<file path="config.mk">
export PLATFORM = sky130hd
export DESIGN_NAME = nvp_core
export DESIGN_NICKNAME = d
export VERILOG_FILES = /design/src/hdl/nvp_pkg.sv /design/src/hdl/nvp_core.sv
export SDC_FILE = /design/constraint.sdc
export NUM_CORES = 1
export LEC_CHECK = 0
export BUFFER_PORTS_ARGS = -buffer_cell sky130_fd_sc_hd__buf_4
export CORE_MARGIN = 5
export CORE_UTILIZATION = 45
export CTS_CLUSTER_DIAMETER = 30
export DETAILED_ROUTE_END_ITERATION = 12
export GPL_ROUTABILITY_DRIVEN = 0
export GPL_TIMING_DRIVEN = 0
export PLACE_DENSITY = 0.66
export SLEW_MARGIN = 20
export SYNTH_ARGS = -nofsm -noshare
export SYNTH_HDL_FRONTEND = slang
export SYNTH_SLANG_ARGS = --single-unit
</file>
<file path="constraint.sdc">
create_clock -name i_clk -period 3.4 [get_ports i_clk]
set_input_delay 0.17 -clock i_clk [delete_from_list [all_inputs] [get_ports i_clk]]
set_output_delay 0.17 -clock i_clk [all_outputs]
set_load 0.005 [all_outputs]
</file>
<file path="src/hdl/nvp_pkg.sv">
// constants, field layouts and types of the fuse and parallel-programming block
// assumes one clock at 100 MHz and an active-low asynchronous reset
//
// Overview of operation
// - high fuse bit 3 keeps eeprom through erase
// - high bits 2:1 boot size, bit 0 vector
// - low bits 3:0 clock source, bit 7 prescale
// - low bits 5:4 select oscillator start-up time
// - low bit 6 programmed drives clock out
// - serial-allow fuse frozen in serial programming
// - chip erase leaves every fuse unchanged
// - first lock bit programmed freezes fuses
// - fuses captured on programming entry, deferred
// - eeprom-keep fuse acts immediately when programmed
// - normal mode captures fuses at power-up
// - three-byte identity readable regardless of lock
// - user signature pages survive chip erase
// - calibration byte copied to trim each clock after reset, which loads zero
// - flash pages of 128 words
// - eeprom pages of 8 bytes
// - ready_busy_n low while operation runs
// - data bus driven only while oe low
// - clock pulse performs action-select action
// - strobes run the last loaded command
// - action 00 addr, 01 data, 10 cmd, 11 idle
// - command 0x80 plus write strobe erases chip
// - programmed fuse reads zero
package nvp_pkg;

    // ****************************************
    // fuse layouts and defaults
    // ****************************************
    localparam logic [7:0] NVP_FUSE_LOW_DEF  = 8'h62;   // 0110_0010
    localparam logic [7:0] NVP_FUSE_HIGH_DEF = 8'h99;   // 1001_1001
    localparam logic [7:0] NVP_FUSE_EXT_DEF  = 8'hFE;
    localparam int         NVP_HI_EEKEEP     = 3;
    localparam int         NVP_HI_BOOT_HI    = 2;
    localparam int         NVP_HI_BOOT_LO    = 1;
    localparam int         NVP_HI_RSTVEC     = 0;
    localparam int         NVP_HI_SERIAL     = 5;
    localparam int         NVP_LO_PRESCALE   = 7;
    localparam int         NVP_LO_CLKOUT     = 6;
    localparam int         NVP_LO_SUT_HI     = 5;
    localparam int         NVP_LO_SUT_LO     = 4;
    localparam int         NVP_LO_CKSEL_MSB  = 3;
    localparam int         NVP_LOCK_FIRST    = 0;

    // ****************************************
    // page geometry
    // ****************************************
    localparam int NVP_FLASH_WORD_BITS = 7;   // 128 words
    localparam int NVP_EE_BYTE_BITS    = 3;   // 8 bytes

    // ****************************************
    // command codes
    // ****************************************
    localparam logic [7:0] NVP_CMD_CHIP_ERASE = 8'h80;
    localparam logic [7:0] NVP_CMD_WR_FUSE    = 8'h40;
    localparam logic [7:0] NVP_CMD_WR_LOCK    = 8'h20;
    localparam logic [7:0] NVP_CMD_WR_FLASH   = 8'h10;
    localparam logic [7:0] NVP_CMD_WR_EEPROM  = 8'h11;
    localparam logic [7:0] NVP_CMD_WR_USIG    = 8'h12;
    localparam logic [7:0] NVP_CMD_ER_USIG    = 8'h84;
    localparam logic [7:0] NVP_CMD_ER_EEPROM  = 8'h82;
    localparam logic [7:0] NVP_CMD_RD_SIG     = 8'h08;
    localparam logic [7:0] NVP_CMD_RD_FUSE    = 8'h04;

    // ****************************************
    // timing
    // ****************************************
    localparam int NVP_CLK_MHZ      = 100;
    localparam int NVP_BUSY_NS      = 1000;   // operation time
    localparam int NVP_BUSY_CYCLES  = (NVP_BUSY_NS * NVP_CLK_MHZ) / 1000;

    // ****************************************
    // types
    // ****************************************
    typedef enum logic [1:0] {
        NVP_ACT_ADDR = 2'b00,
        NVP_ACT_DATA = 2'b01,
        NVP_ACT_CMD  = 2'b10,
        NVP_ACT_IDLE = 2'b11
    } nvp_action_t;

    typedef enum logic [0:0] {
        NVP_ST_READY = 1'b0,
        NVP_ST_BUSY  = 1'b1
    } nvp_state_t;

    // decoded fuse settings seen by the rest of the chip
    typedef struct packed {
        logic       eeprom_keep_fuse;
        logic [1:0] boot_size_sel;
        logic       reset_vector_sel;
        logic       clk_prescale_eight_fuse;
        logic       clock_out_fuse;
        logic [1:0] startup_time_sel;
        logic [3:0] clock_source_sel;
    } nvp_fuse_cfg_t;

    // programming pin group from the programmer
    typedef struct packed {
        logic       prog_clock_in;
        logic [1:0] action_sel;
        logic       byte_select_low;
        logic       byte_select_high;
        logic       wr_n;
        logic       oe_n;
        logic       page_latch_strobe;
    } nvp_pins_t;

endpackage : nvp_pkg

</file>
<file path="src/hdl/nvp_core.sv">
// fuse store, fuse latching and parallel-programming command engine
// assumes programmer pins already synchronous to i_clk; memories sit outside
module nvp_core
    import nvp_pkg::*;
#(
    parameter int         BUSY_CYCLES = NVP_BUSY_CYCLES,   // length of one operation
    parameter logic [7:0] SIG_BYTE0   = 8'h5A,             // arbitrary identity value
    parameter logic [7:0] SIG_BYTE1   = 8'h3C,             // arbitrary identity value
    parameter logic [7:0] SIG_BYTE2   = 8'h01,             // arbitrary identity value
    parameter logic [7:0] CAL_BYTE    = 8'h80              // rc trim value
)(
    // clock and reset
    input  wire logic               i_clk,
    input  wire logic               i_rst_n,
    // mode control
    input  wire logic               i_power_up,      // power-up pulse in normal mode
    input  wire logic               i_prog_entry,    // programming-mode entry pulse
    input  wire logic               i_prog_mode,     // level: in parallel programming
    input  wire logic               i_serial_mode,   // level: in serial programming
    // programmer pins
    input  wire nvp_pkg::nvp_pins_t i_pins,
    input  wire logic [7:0]         i_data,          // data bus input side
    output logic [7:0]              o_data,          // data bus output side
    output logic                    o_data_oe,       // high while driving data
    output logic                    o_ready_busy_n,  // low while busy
    // memory side
    output logic [7:0]              o_addr_low,
    output logic [7:0]              o_addr_high,
    output logic [6:0]              o_word_in_page_index,
    output logic [9:0]              o_page_index,
    output logic [2:0]              o_eeprom_byte_addr,
    output logic                    o_erase_flash,   // pulse: chip erase flash
    output logic                    o_erase_eeprom,  // pulse: erase eeprom too
    output logic [7:0]              o_cmd,           // loaded command
    output logic                    o_cmd_start,     // pulse: start loaded command
    // decoded configuration
    output nvp_pkg::nvp_fuse_cfg_t  o_cfg,
    output logic [7:0]              o_rc_osc_trim_reg
);
    import nvp_pkg::*;

    if (BUSY_CYCLES < 1 || BUSY_CYCLES > 16'hFFFF)
    begin : g_busy_range
        $error("BUSY_CYCLES out of range");
    end

    // ****************************************
    // state
    // ****************************************
    nvp_state_t  state, next_state;        // ready or busy
    logic [15:0] busy_cnt, next_busy_cnt;  // cycles left in operation
    logic [7:0]  cmd, next_cmd;            // last loaded command
    logic [7:0]  addr_lo, next_addr_lo;    // address low byte
    logic [7:0]  addr_hi, next_addr_hi;    // address high byte
    logic [7:0]  dat_lo, next_dat_lo;      // data low byte

    logic [7:0]  fuse_lo, next_fuse_lo;    // stored fuse bytes
    logic [7:0]  fuse_hi, next_fuse_hi;
    logic [7:0]  fuse_ext, next_fuse_ext;
    logic [7:0]  lock, next_lock;          // lock byte, 1 = unprogrammed

    logic [7:0]  lat_lo, next_lat_lo;      // latched fuse copies
    logic [7:0]  lat_hi, next_lat_hi;
    logic [7:0]  dout, next_dout;          // read data register
    logic [7:0]  trim, next_trim;          // oscillator trim

    logic        clk_q, wr_q, oe_q;        // pin history for edges
    logic        erase_f, next_erase_f;
    logic        erase_e, next_erase_e;
    logic        start, next_start;

    logic clk_rise, wr_fall, oe_fall, ready;
    assign clk_rise = i_pins.prog_clock_in & ~clk_q;
    assign wr_fall  = ~i_pins.wr_n & wr_q;
    assign oe_fall  = ~i_pins.oe_n & oe_q;
    assign ready    = (state == NVP_ST_READY);

    // ****************************************
    // next-state logic
    // ****************************************
    always_comb
    begin
        next_state    = state;
        next_busy_cnt = busy_cnt;
        next_cmd      = cmd;
        next_addr_lo  = addr_lo;
        next_addr_hi  = addr_hi;
        next_dat_lo   = dat_lo;

        next_fuse_lo  = fuse_lo;
        next_fuse_hi  = fuse_hi;
        next_fuse_ext = fuse_ext;
        next_lock     = lock;
        next_lat_lo   = lat_lo;
        next_lat_hi   = lat_hi;
        next_dout     = dout;
        next_trim     = CAL_BYTE;

        next_erase_f  = 1'b0;
        next_erase_e  = 1'b0;
        next_start    = 1'b0;

        // capture only on entry or power-up
        if (i_prog_entry || i_power_up)
        begin
            next_lat_lo = fuse_lo;
            next_lat_hi = fuse_hi;
        end

        case (state)
            NVP_ST_READY:
            begin
                // clock pulse action; nothing taken while busy
                if (i_prog_mode && clk_rise)
                begin
                    case (nvp_action_t'(i_pins.action_sel))
                        NVP_ACT_ADDR:
                        begin
                            if (i_pins.byte_select_low)
                            begin
                                next_addr_hi = i_data;
                            end
                            else
                            begin
                                next_addr_lo = i_data;
                            end
                        end
                        NVP_ACT_DATA: next_dat_lo = i_data;
                        NVP_ACT_CMD:  next_cmd    = i_data;
                        default:      next_cmd    = cmd;   // idle
                    endcase
                end

                // write strobe runs loaded command
                else if (i_prog_mode && wr_fall)
                begin
                    next_state    = NVP_ST_BUSY;
                    next_busy_cnt = 16'(BUSY_CYCLES);
                    next_start    = 1'b1;
                    if (cmd == NVP_CMD_CHIP_ERASE)
                    begin
                        next_erase_f = 1'b1;
                        // fuses and user pages untouched
                        next_erase_e = fuse_hi[NVP_HI_EEKEEP];
                        next_lock    = 8'hFF;
                    end
                    else if (cmd == NVP_CMD_WR_FUSE && lock[NVP_LOCK_FIRST])
                    begin
                        case ({i_pins.byte_select_high, i_pins.byte_select_low})
                            2'b00: next_fuse_lo = dat_lo;
                            2'b01:
                            begin
                                next_fuse_hi = dat_lo;
                                if (i_serial_mode)
                                begin
                                    next_fuse_hi[NVP_HI_SERIAL] = fuse_hi[NVP_HI_SERIAL];
                                end
                            end
                            2'b10: next_fuse_ext = dat_lo;
                            default: next_fuse_ext = fuse_ext;
                        endcase
                    end
                    else if (cmd == NVP_CMD_WR_LOCK)
                    begin
                        next_lock = lock & dat_lo;
                    end
                end

                // output enable runs read commands
                else if (i_prog_mode && oe_fall)
                begin
                    if (cmd == NVP_CMD_RD_SIG)
                    begin
                        case (addr_lo[1:0])
                            2'b00:   next_dout = i_pins.byte_select_low ? CAL_BYTE : SIG_BYTE0;
                            2'b01:   next_dout = SIG_BYTE1;
                            default: next_dout = SIG_BYTE2;
                        endcase
                    end
                    else if (cmd == NVP_CMD_RD_FUSE)
                    begin
                        case ({i_pins.byte_select_high, i_pins.byte_select_low})
                            2'b00:   next_dout = fuse_lo;
                            2'b01:   next_dout = lock;
                            2'b10:   next_dout = fuse_ext;
                            default: next_dout = fuse_hi;
                        endcase
                    end
                    else
                    begin
                        next_start = 1'b1;
                    end
                end
            end

            NVP_ST_BUSY:
            begin
                // count down the operation
                if (busy_cnt <= 16'h0001)
                begin
                    next_state = NVP_ST_READY;
                end
                next_busy_cnt = busy_cnt - 16'h0001;
            end

            default: next_state = NVP_ST_READY;
        endcase
    end

    // ****************************************
    // registers
    // ****************************************
    always_ff @(posedge i_clk or negedge i_rst_n)
    begin
        if (!i_rst_n)
        begin
            state    <= NVP_ST_READY;
            busy_cnt <= 16'h0000;
            cmd      <= 8'h00;
            addr_lo  <= 8'h00;
            addr_hi  <= 8'h00;
            dat_lo   <= 8'h00;

            fuse_lo  <= NVP_FUSE_LOW_DEF;
            fuse_hi  <= NVP_FUSE_HIGH_DEF;
            fuse_ext <= NVP_FUSE_EXT_DEF;
            lock     <= 8'hFF;
            lat_lo   <= NVP_FUSE_LOW_DEF;
            lat_hi   <= NVP_FUSE_HIGH_DEF;

            dout     <= 8'h00;
            trim     <= 8'h00;
            // edge history rests at the idle pin levels
            clk_q    <= 1'b0;
            wr_q     <= 1'b1;
            oe_q     <= 1'b1;
            erase_f  <= 1'b0;
            erase_e  <= 1'b0;
            start    <= 1'b0;
        end
        else
        begin
            state    <= next_state;
            busy_cnt <= next_busy_cnt;
            cmd      <= next_cmd;
            addr_lo  <= next_addr_lo;
            addr_hi  <= next_addr_hi;
            dat_lo   <= next_dat_lo;

            fuse_lo  <= next_fuse_lo;
            fuse_hi  <= next_fuse_hi;
            fuse_ext <= next_fuse_ext;
            lock     <= next_lock;
            lat_lo   <= next_lat_lo;
            lat_hi   <= next_lat_hi;

            dout     <= next_dout;
            trim     <= next_trim;

            clk_q    <= i_pins.prog_clock_in;
            wr_q     <= i_pins.wr_n;
            oe_q     <= i_pins.oe_n;
            erase_f  <= next_erase_f;
            erase_e  <= next_erase_e;
            start    <= next_start;
        end
    end

    // ****************************************
    // outputs
    // ****************************************
    assign o_data         = dout;
    assign o_data_oe      = i_prog_mode & ~i_pins.oe_n;
    assign o_ready_busy_n = ready;

    assign o_addr_low     = addr_lo;
    assign o_addr_high    = addr_hi;
    assign o_word_in_page_index = addr_lo[NVP_FLASH_WORD_BITS-1:0];
    // page bit 9 stays zero: no extended address byte
    assign o_page_index   = {1'b0, addr_hi, addr_lo[NVP_FLASH_WORD_BITS]};
    assign o_eeprom_byte_addr = addr_lo[NVP_EE_BYTE_BITS-1:0];

    assign o_erase_flash  = erase_f;
    assign o_erase_eeprom = erase_e;

    assign o_cmd          = cmd;
    assign o_cmd_start    = start;
    assign o_rc_osc_trim_reg = trim;
    // eeprom-keep from live fuse, rest from latch
    assign o_cfg.eeprom_keep_fuse        = fuse_hi[NVP_HI_EEKEEP];
    assign o_cfg.boot_size_sel           = lat_hi[NVP_HI_BOOT_HI:NVP_HI_BOOT_LO];
    assign o_cfg.reset_vector_sel        = lat_hi[NVP_HI_RSTVEC];
    assign o_cfg.clk_prescale_eight_fuse = lat_lo[NVP_LO_PRESCALE];
    assign o_cfg.clock_out_fuse          = lat_lo[NVP_LO_CLKOUT];
    assign o_cfg.startup_time_sel        = lat_lo[NVP_LO_SUT_HI:NVP_LO_SUT_LO];
    assign o_cfg.clock_source_sel        = lat_lo[NVP_LO_CKSEL_MSB:0];

endmodule : nvp_core

</file>
* Word-level counts from Yosys, hierarchy flattened
Cells that the tools add are included.
** Operators by class
- Reductions and logical operators :: 21
- $lt $le $gt $ge :: 1
- Equal/unequal tests :: 13
- Multiplexer cells :: 29
- $add $sub $neg :: 1
- Bitwise logic cells :: 14
** Operators by type and width (number)
- 8-bit two-way mux :: 6
- 16-bit two-way mux :: 2
- 16-bit one-hot mux with 2 select lines :: 1
- 8-bit one-hot mux with 3 select lines :: 1
- 6-bit AND reduction :: 3
- 1-bit two-way mux :: 17
- 16-bit by 1-bit less-or-equal comparator with 1-bit output, second input constant :: 1
- 8-bit one-hot mux with 2 select lines :: 1
- 16-bit by 1-bit subtractor with 16-bit output, second input constant :: 1
- 5-bit AND reduction :: 2
- 1-bit NOT :: 9
- 8-bit bitwise AND :: 1
- 8-bit by 3-bit equality test with 1-bit output, second input constant :: 1
- 8-bit by 4-bit equality test with 1-bit output, second input constant :: 1
- 8-bit by 6-bit equality test with 1-bit output, second input constant :: 1
- 8-bit by 7-bit equality test with 1-bit output, second input constant :: 1
- 8-bit equality test, second input constant :: 1
- 4-bit AND reduction :: 2
- 7-bit AND reduction :: 1
- 2-bit by 1-bit equality test with 1-bit output, second input constant :: 3
- 2-bit logical NOT :: 3
- 3-bit AND reduction :: 2
- 1-bit bitwise AND :: 4
- 2-bit equality test, second input constant :: 2
- 7 further kinds :: 12
** Storage, ports and cells
- Output and inout port bits :: 77
- Input port bits :: 22
- Logic and storage cells :: 100
- Bits in registers :: 107

* Longest topological paths before layout
- Depth in word-level cells :: 7
- Gate-level depth with buffers :: 7
- Depth with buffers taken out :: 6

* Worst setup path before layout
OpenSTA, ideal clock, no wires.
- Kind :: flip-flop to flip-flop
- From :: register cmd[1] (netlist: o_cmd[1])
- To :: register dout[0] (netlist: o_data[0])
- Arrival time :: 2.009 ns
- Cell stages (with the launch flop) :: 5
- Data required time :: 3.275 ns
- Library setup time :: 0.125 ns
- Slack :: 1.267 ns
- Cells stage by stage :: dfrtp_1 or3_1 or3_4 nor4_4 mux2_2
** On the way
- Cells in the longest elaborated chain, start to end :: 3
** RTL lines
- start: declaration :: RTL line nvp_core.sv:52 : logic [7:0] cmd, next_cmd;
- start signal: assignment :: RTL line nvp_core.sv:245 : cmd <= next_cmd;
- 8-bit by 4-bit equality test with 1-bit output / 8-bit by 3-bit equality test with 1-bit output (equally long branches) :: RTL line nvp_core.sv:172, nvp_core.sv:180
- 2-bit nonzero test (no source line)
- 5-bit AND reduction (no source line)
- end signal: assignment :: RTL line nvp_core.sv:257 : dout <= next_dout;
- end: declaration :: RTL line nvp_core.sv:64 : logic [7:0] dout, next_dout;
Several ways; a longest one is shown, not always the timed one.
A chain may end at the register's enable or synchronous reset.

* Final worst setup path
- From :: register wr_q
- To :: register fuse_lo[3]
** On the way
- Cells in the longest elaborated chain, start to end :: 3
** RTL lines
- start: declaration :: RTL line nvp_core.sv:67 : logic clk_q, wr_q, oe_q;
- start signal: assignment :: RTL line nvp_core.sv:261 : wr_q <= i_pins.wr_n;
- 1-bit bitwise AND :: RTL line nvp_core.sv:74 : assign wr_fall = ~i_pins.wr_n & wr_q;
- 1-bit logical AND :: RTL line nvp_core.sv:135 : else if (i_prog_mode && wr_fall)
- 6-bit AND reduction (no source line)
- end signal: assignment :: RTL line nvp_core.sv:250 : fuse_lo <= next_fuse_lo;
- end: declaration :: RTL line nvp_core.sv:57 : logic [7:0] fuse_lo, next_fuse_lo;
Every way passes these cells.

==> results.py <==
metrics = {
    "synthesis": {
        "yosysTopAreaCellShare": 0.396,
        "synth_top_family_by_area": "multiplexers",
        "synth_edf_count": 0,
        "ys_types": 46,
        "async_flop_share": 1.00,
        "synth-simple-area-share": 0.117,
        "synth.largest_area_cell": "dfrtp_1",
        "yosys_most_used_dff": "dfrtp_1",
        "ys_top_cells_by_area": "dfrtp_1, mux2_2, dfstp_2",
        "synthAdderAreaFrac": 0.00502,
        "synth-compound-area-share": 0.0489,
        "netlist_instances": 381,
        "synth_xor_area_frac": 0.00351,
        "synthesis.area_sq_um": 4990,
        "seq_area_frac_synth": 0.544,
        "ys_ff_latch": 107,
        "muxShareOfSynthArea": 0.222,
        "ys_warn_count": 0,
        "avgSynthCellArea_sq_um": 13.1,
    },
    "setup_path": {
        "endpoint": "fuse_lo[3]",
        "crit_chain": "nor2b_1 -> clkbuf_1 -> and3_1 -> buf_2 -> nand4_1 -> mux2_2",
        "setup.worst_path.class": "reg2reg",
        "worstSetupPathDepth": 6,
        "startpoint": "wr_q",
        "endpoint_kind": "flip-flop",
        "cp-start-kind": "flip-flop",
        "cp_slowest_cell": "nand4_1",
        "ff2ff_setup_slack_ns": 0.83,
        "crit_family": "simple AND/OR/NAND/NOR gates",
        "r2r-start": "wr_q",
        "critPathMaxStageDelay_ns": 0.53,
        "arrival_ns": 2.84,
        "critPathMaxFanout": 10,
        "reg2reg_to": "fuse_lo[3]",
        "worstPathRequired_ns": 3.66,
        "reg2reg_depth": 6,
        "crit_buf_inv": 2,
    },
    "routing": {
        "routed_wl_um": 11700,
        "first_pass_iters": 4,
        "routedWlPerCell_um": 18.4,
        "ant_nets": 0,
        "drt_iter0_markers": 236,
        "vias": 3457,
        "vias_per_cell": 5.43,
        "drc": 0,
    },
    "floorplan": {
        "die_w_um": 115,
        "die_h_um": 115,
        "dieArea_sq_um": 13300,
        "core_area_sq_um": 10800,
        "boundaryPins": 99,
        "rows": 38,
        "start_util": 0.460,
    },
    "final_layout": {
        "final_cell_area_sq_um": 6150,
        "n_fill_cell": 954,
        "final_nets": 516,
        "top_register": "busy_cnt",
        "drive_gt1_frac": 0.523,
        "final_cell_mix": "buf_4, mux2_2, dfrtp_1",
        "layoutNonFillerInstCount": 637,
        "syn_to_final_growth_pct": 23.4,
        "antenna_cells": 0,
        "final_common_cell": "buf_4",
        "largest_reg_flops": 16,
    },
    "clocking": {
        "root_buffer": "clkbuf_8",
        "htreeDepth": 3,
        "cts_buffer_depth": 2,
        "cts_buffers": 9,
        "cts.clk_slew.worst_paths_ns": 0.11,
        "clk_latency_ns": 0.38,
        "cts_resized": 0,
        "cts.sinks": 107,
        "tritoncts": "built",
        "postCtsSetupBuffers": 0,
    },
    "pwr": {
        "power.density_nw_per_um2": 615,
        "p_leak_nw": 2.96,
        "peakVddDrop_mv": 0.338,
        "power.total_w": 0.00378,
    },
    "sta": {
        "min_period_ns": 2.57,
        "worst_pin_slew_ns": 0.990,
        "setup_viol_count_final": 0,
        "hold_viol": 0,
        "min_period_over_period": 0.757,
        "relSlewSlack": 0.338,
        "slew_violations": 0,
        "fin_skew_ns": 0.0159,
        "grt_setup_unrepaired": "false",
        "postLayoutSetupSlackWorst_ns": 0.825,
        "setup_tns_ns": 0,
        "fmax_mhz": 388,
    },
    "placement": {
        "dp_hpwl_um": 8340,
        "pre_cts_ws_ns": 0.866,
        "dp.cells": 617,
        "placed_area_sq_um": 5870,
        "io_buffer_count": 89,
    },
    "global_routing": {
        "grt_pass1_wl_um": 19600,
        "track_usage": 0.191,
        "grt_overflow": 0,
        "grt_pass1_vias": 3659,
        "antenna_found_initial": 0,
        "grt_max_degree": 108,
    },
    "status": {
        "status": "finished, final reports clean",
    },
    "min_path": {
        "hold_class": "in2reg",
    },
    "run": {
        "drv_cap": 0,
    },
}
## metrics by stage
step                       util  hold WS (ns)
final                     0.568        0.0455
after detailed placement  0.542         0.289
after global routing      0.568        0.0289
after global placement    0.540         0.289
after CTS                 0.568        0.0229
after floorplan               -        -0.126
## worst min-delay path by stage
stage / start / to / slack, ns / depth (start not counted)
after floorplan: i_rst_n / busy_cnt[0] / -0.13 / 0
after global placement: i_pins[2] / wr_q / 0.29 / 1
after detailed placement: i_pins[2] / wr_q / 0.29 / 1
after CTS: i_data[4] / o_cmd[4] / 0.02 / 2
after global routing: i_data[6] / o_addr_high[6] / 0.03 / 2
final: i_data[6] / dat_lo[6] / 0.05 / 2
## power by group
part	leakage [nW]	total, W	switching [W]	internal, W
logic	1.50	0.00108	0.000527	0.000558
registers	1.34	0.00178	0.000268	0.00151
clock network	0.123	0.000920	0.000447	0.000473
total	2.96	0.00378	0.00124	0.00254
## metal layers
layer  track usage  share of wire
met5             0              0
met4        0.0649          0.018
met3        0.0347          0.051
met2         0.313           0.50
met1         0.256           0.43
## kinds of logic after synthesis
logic type,Yosys count
mux,91
xor+xnor,2
flops,107
other cells,2
simple gates,95
compound gates,34
fa+ha+maj,2
buf+inv,48
## worst register-to-register path, delay by kind of cell (launching register included)
family / cells / cell delay, ns
buffers and inverters: 2 / 0.56
AND/OR/NAND/NOR: 3 / 0.90
flip-flops: 1 / 0.52
multiplexers: 1 / 0.48
## layout make-up
type	count	area [sq um]	share of cell area
inverter	8	30.0	0.00488
timing repair buffer	93	712	0.116
clock buffer	11	153	0.0248
buffer	40	256	0.0417
clock inverter	5	91.3	0.0148
tap	140	175	0.0285
sequential	107	2710	0.441
multi-input combinational	233	2020	0.329
## synthesized netlist by cell type (2+ instances only)
cell / count
clkbuf_1: 9
or2_2: 2
nand2_1: 20
ha_1: 2
mux2i_1: 4
o41ai_1: 8
o21ai_0: 2
nor3_1: 5
a21oi_1: 7
mux4_2: 8
nand2b_1: 5
nand4_1: 5
o2bb2ai_1: 2
buf_1: 2
a31oi_1: 3
o31ai_1: 8
or4_4: 2
nor2b_1: 7
nand4b_1: 2
a22o_1: 2
nor4_1: 6
buf_4: 28
dfrtp_1: 79
nor2_1: 8
inv_1: 8
dfstp_2: 28
or3_2: 2
mux2_2: 79
conb_1: 2
or4_1: 9
or3_1: 10
nand3_1: 3
## repair_timing
action | in CTS | in global routing
hold buffers | 4 | 0
hold endpoints to repair | 82 | 0
setup endpoints to repair | 0 | 0
No activity file was read; power rests on OpenSTA's default activity.
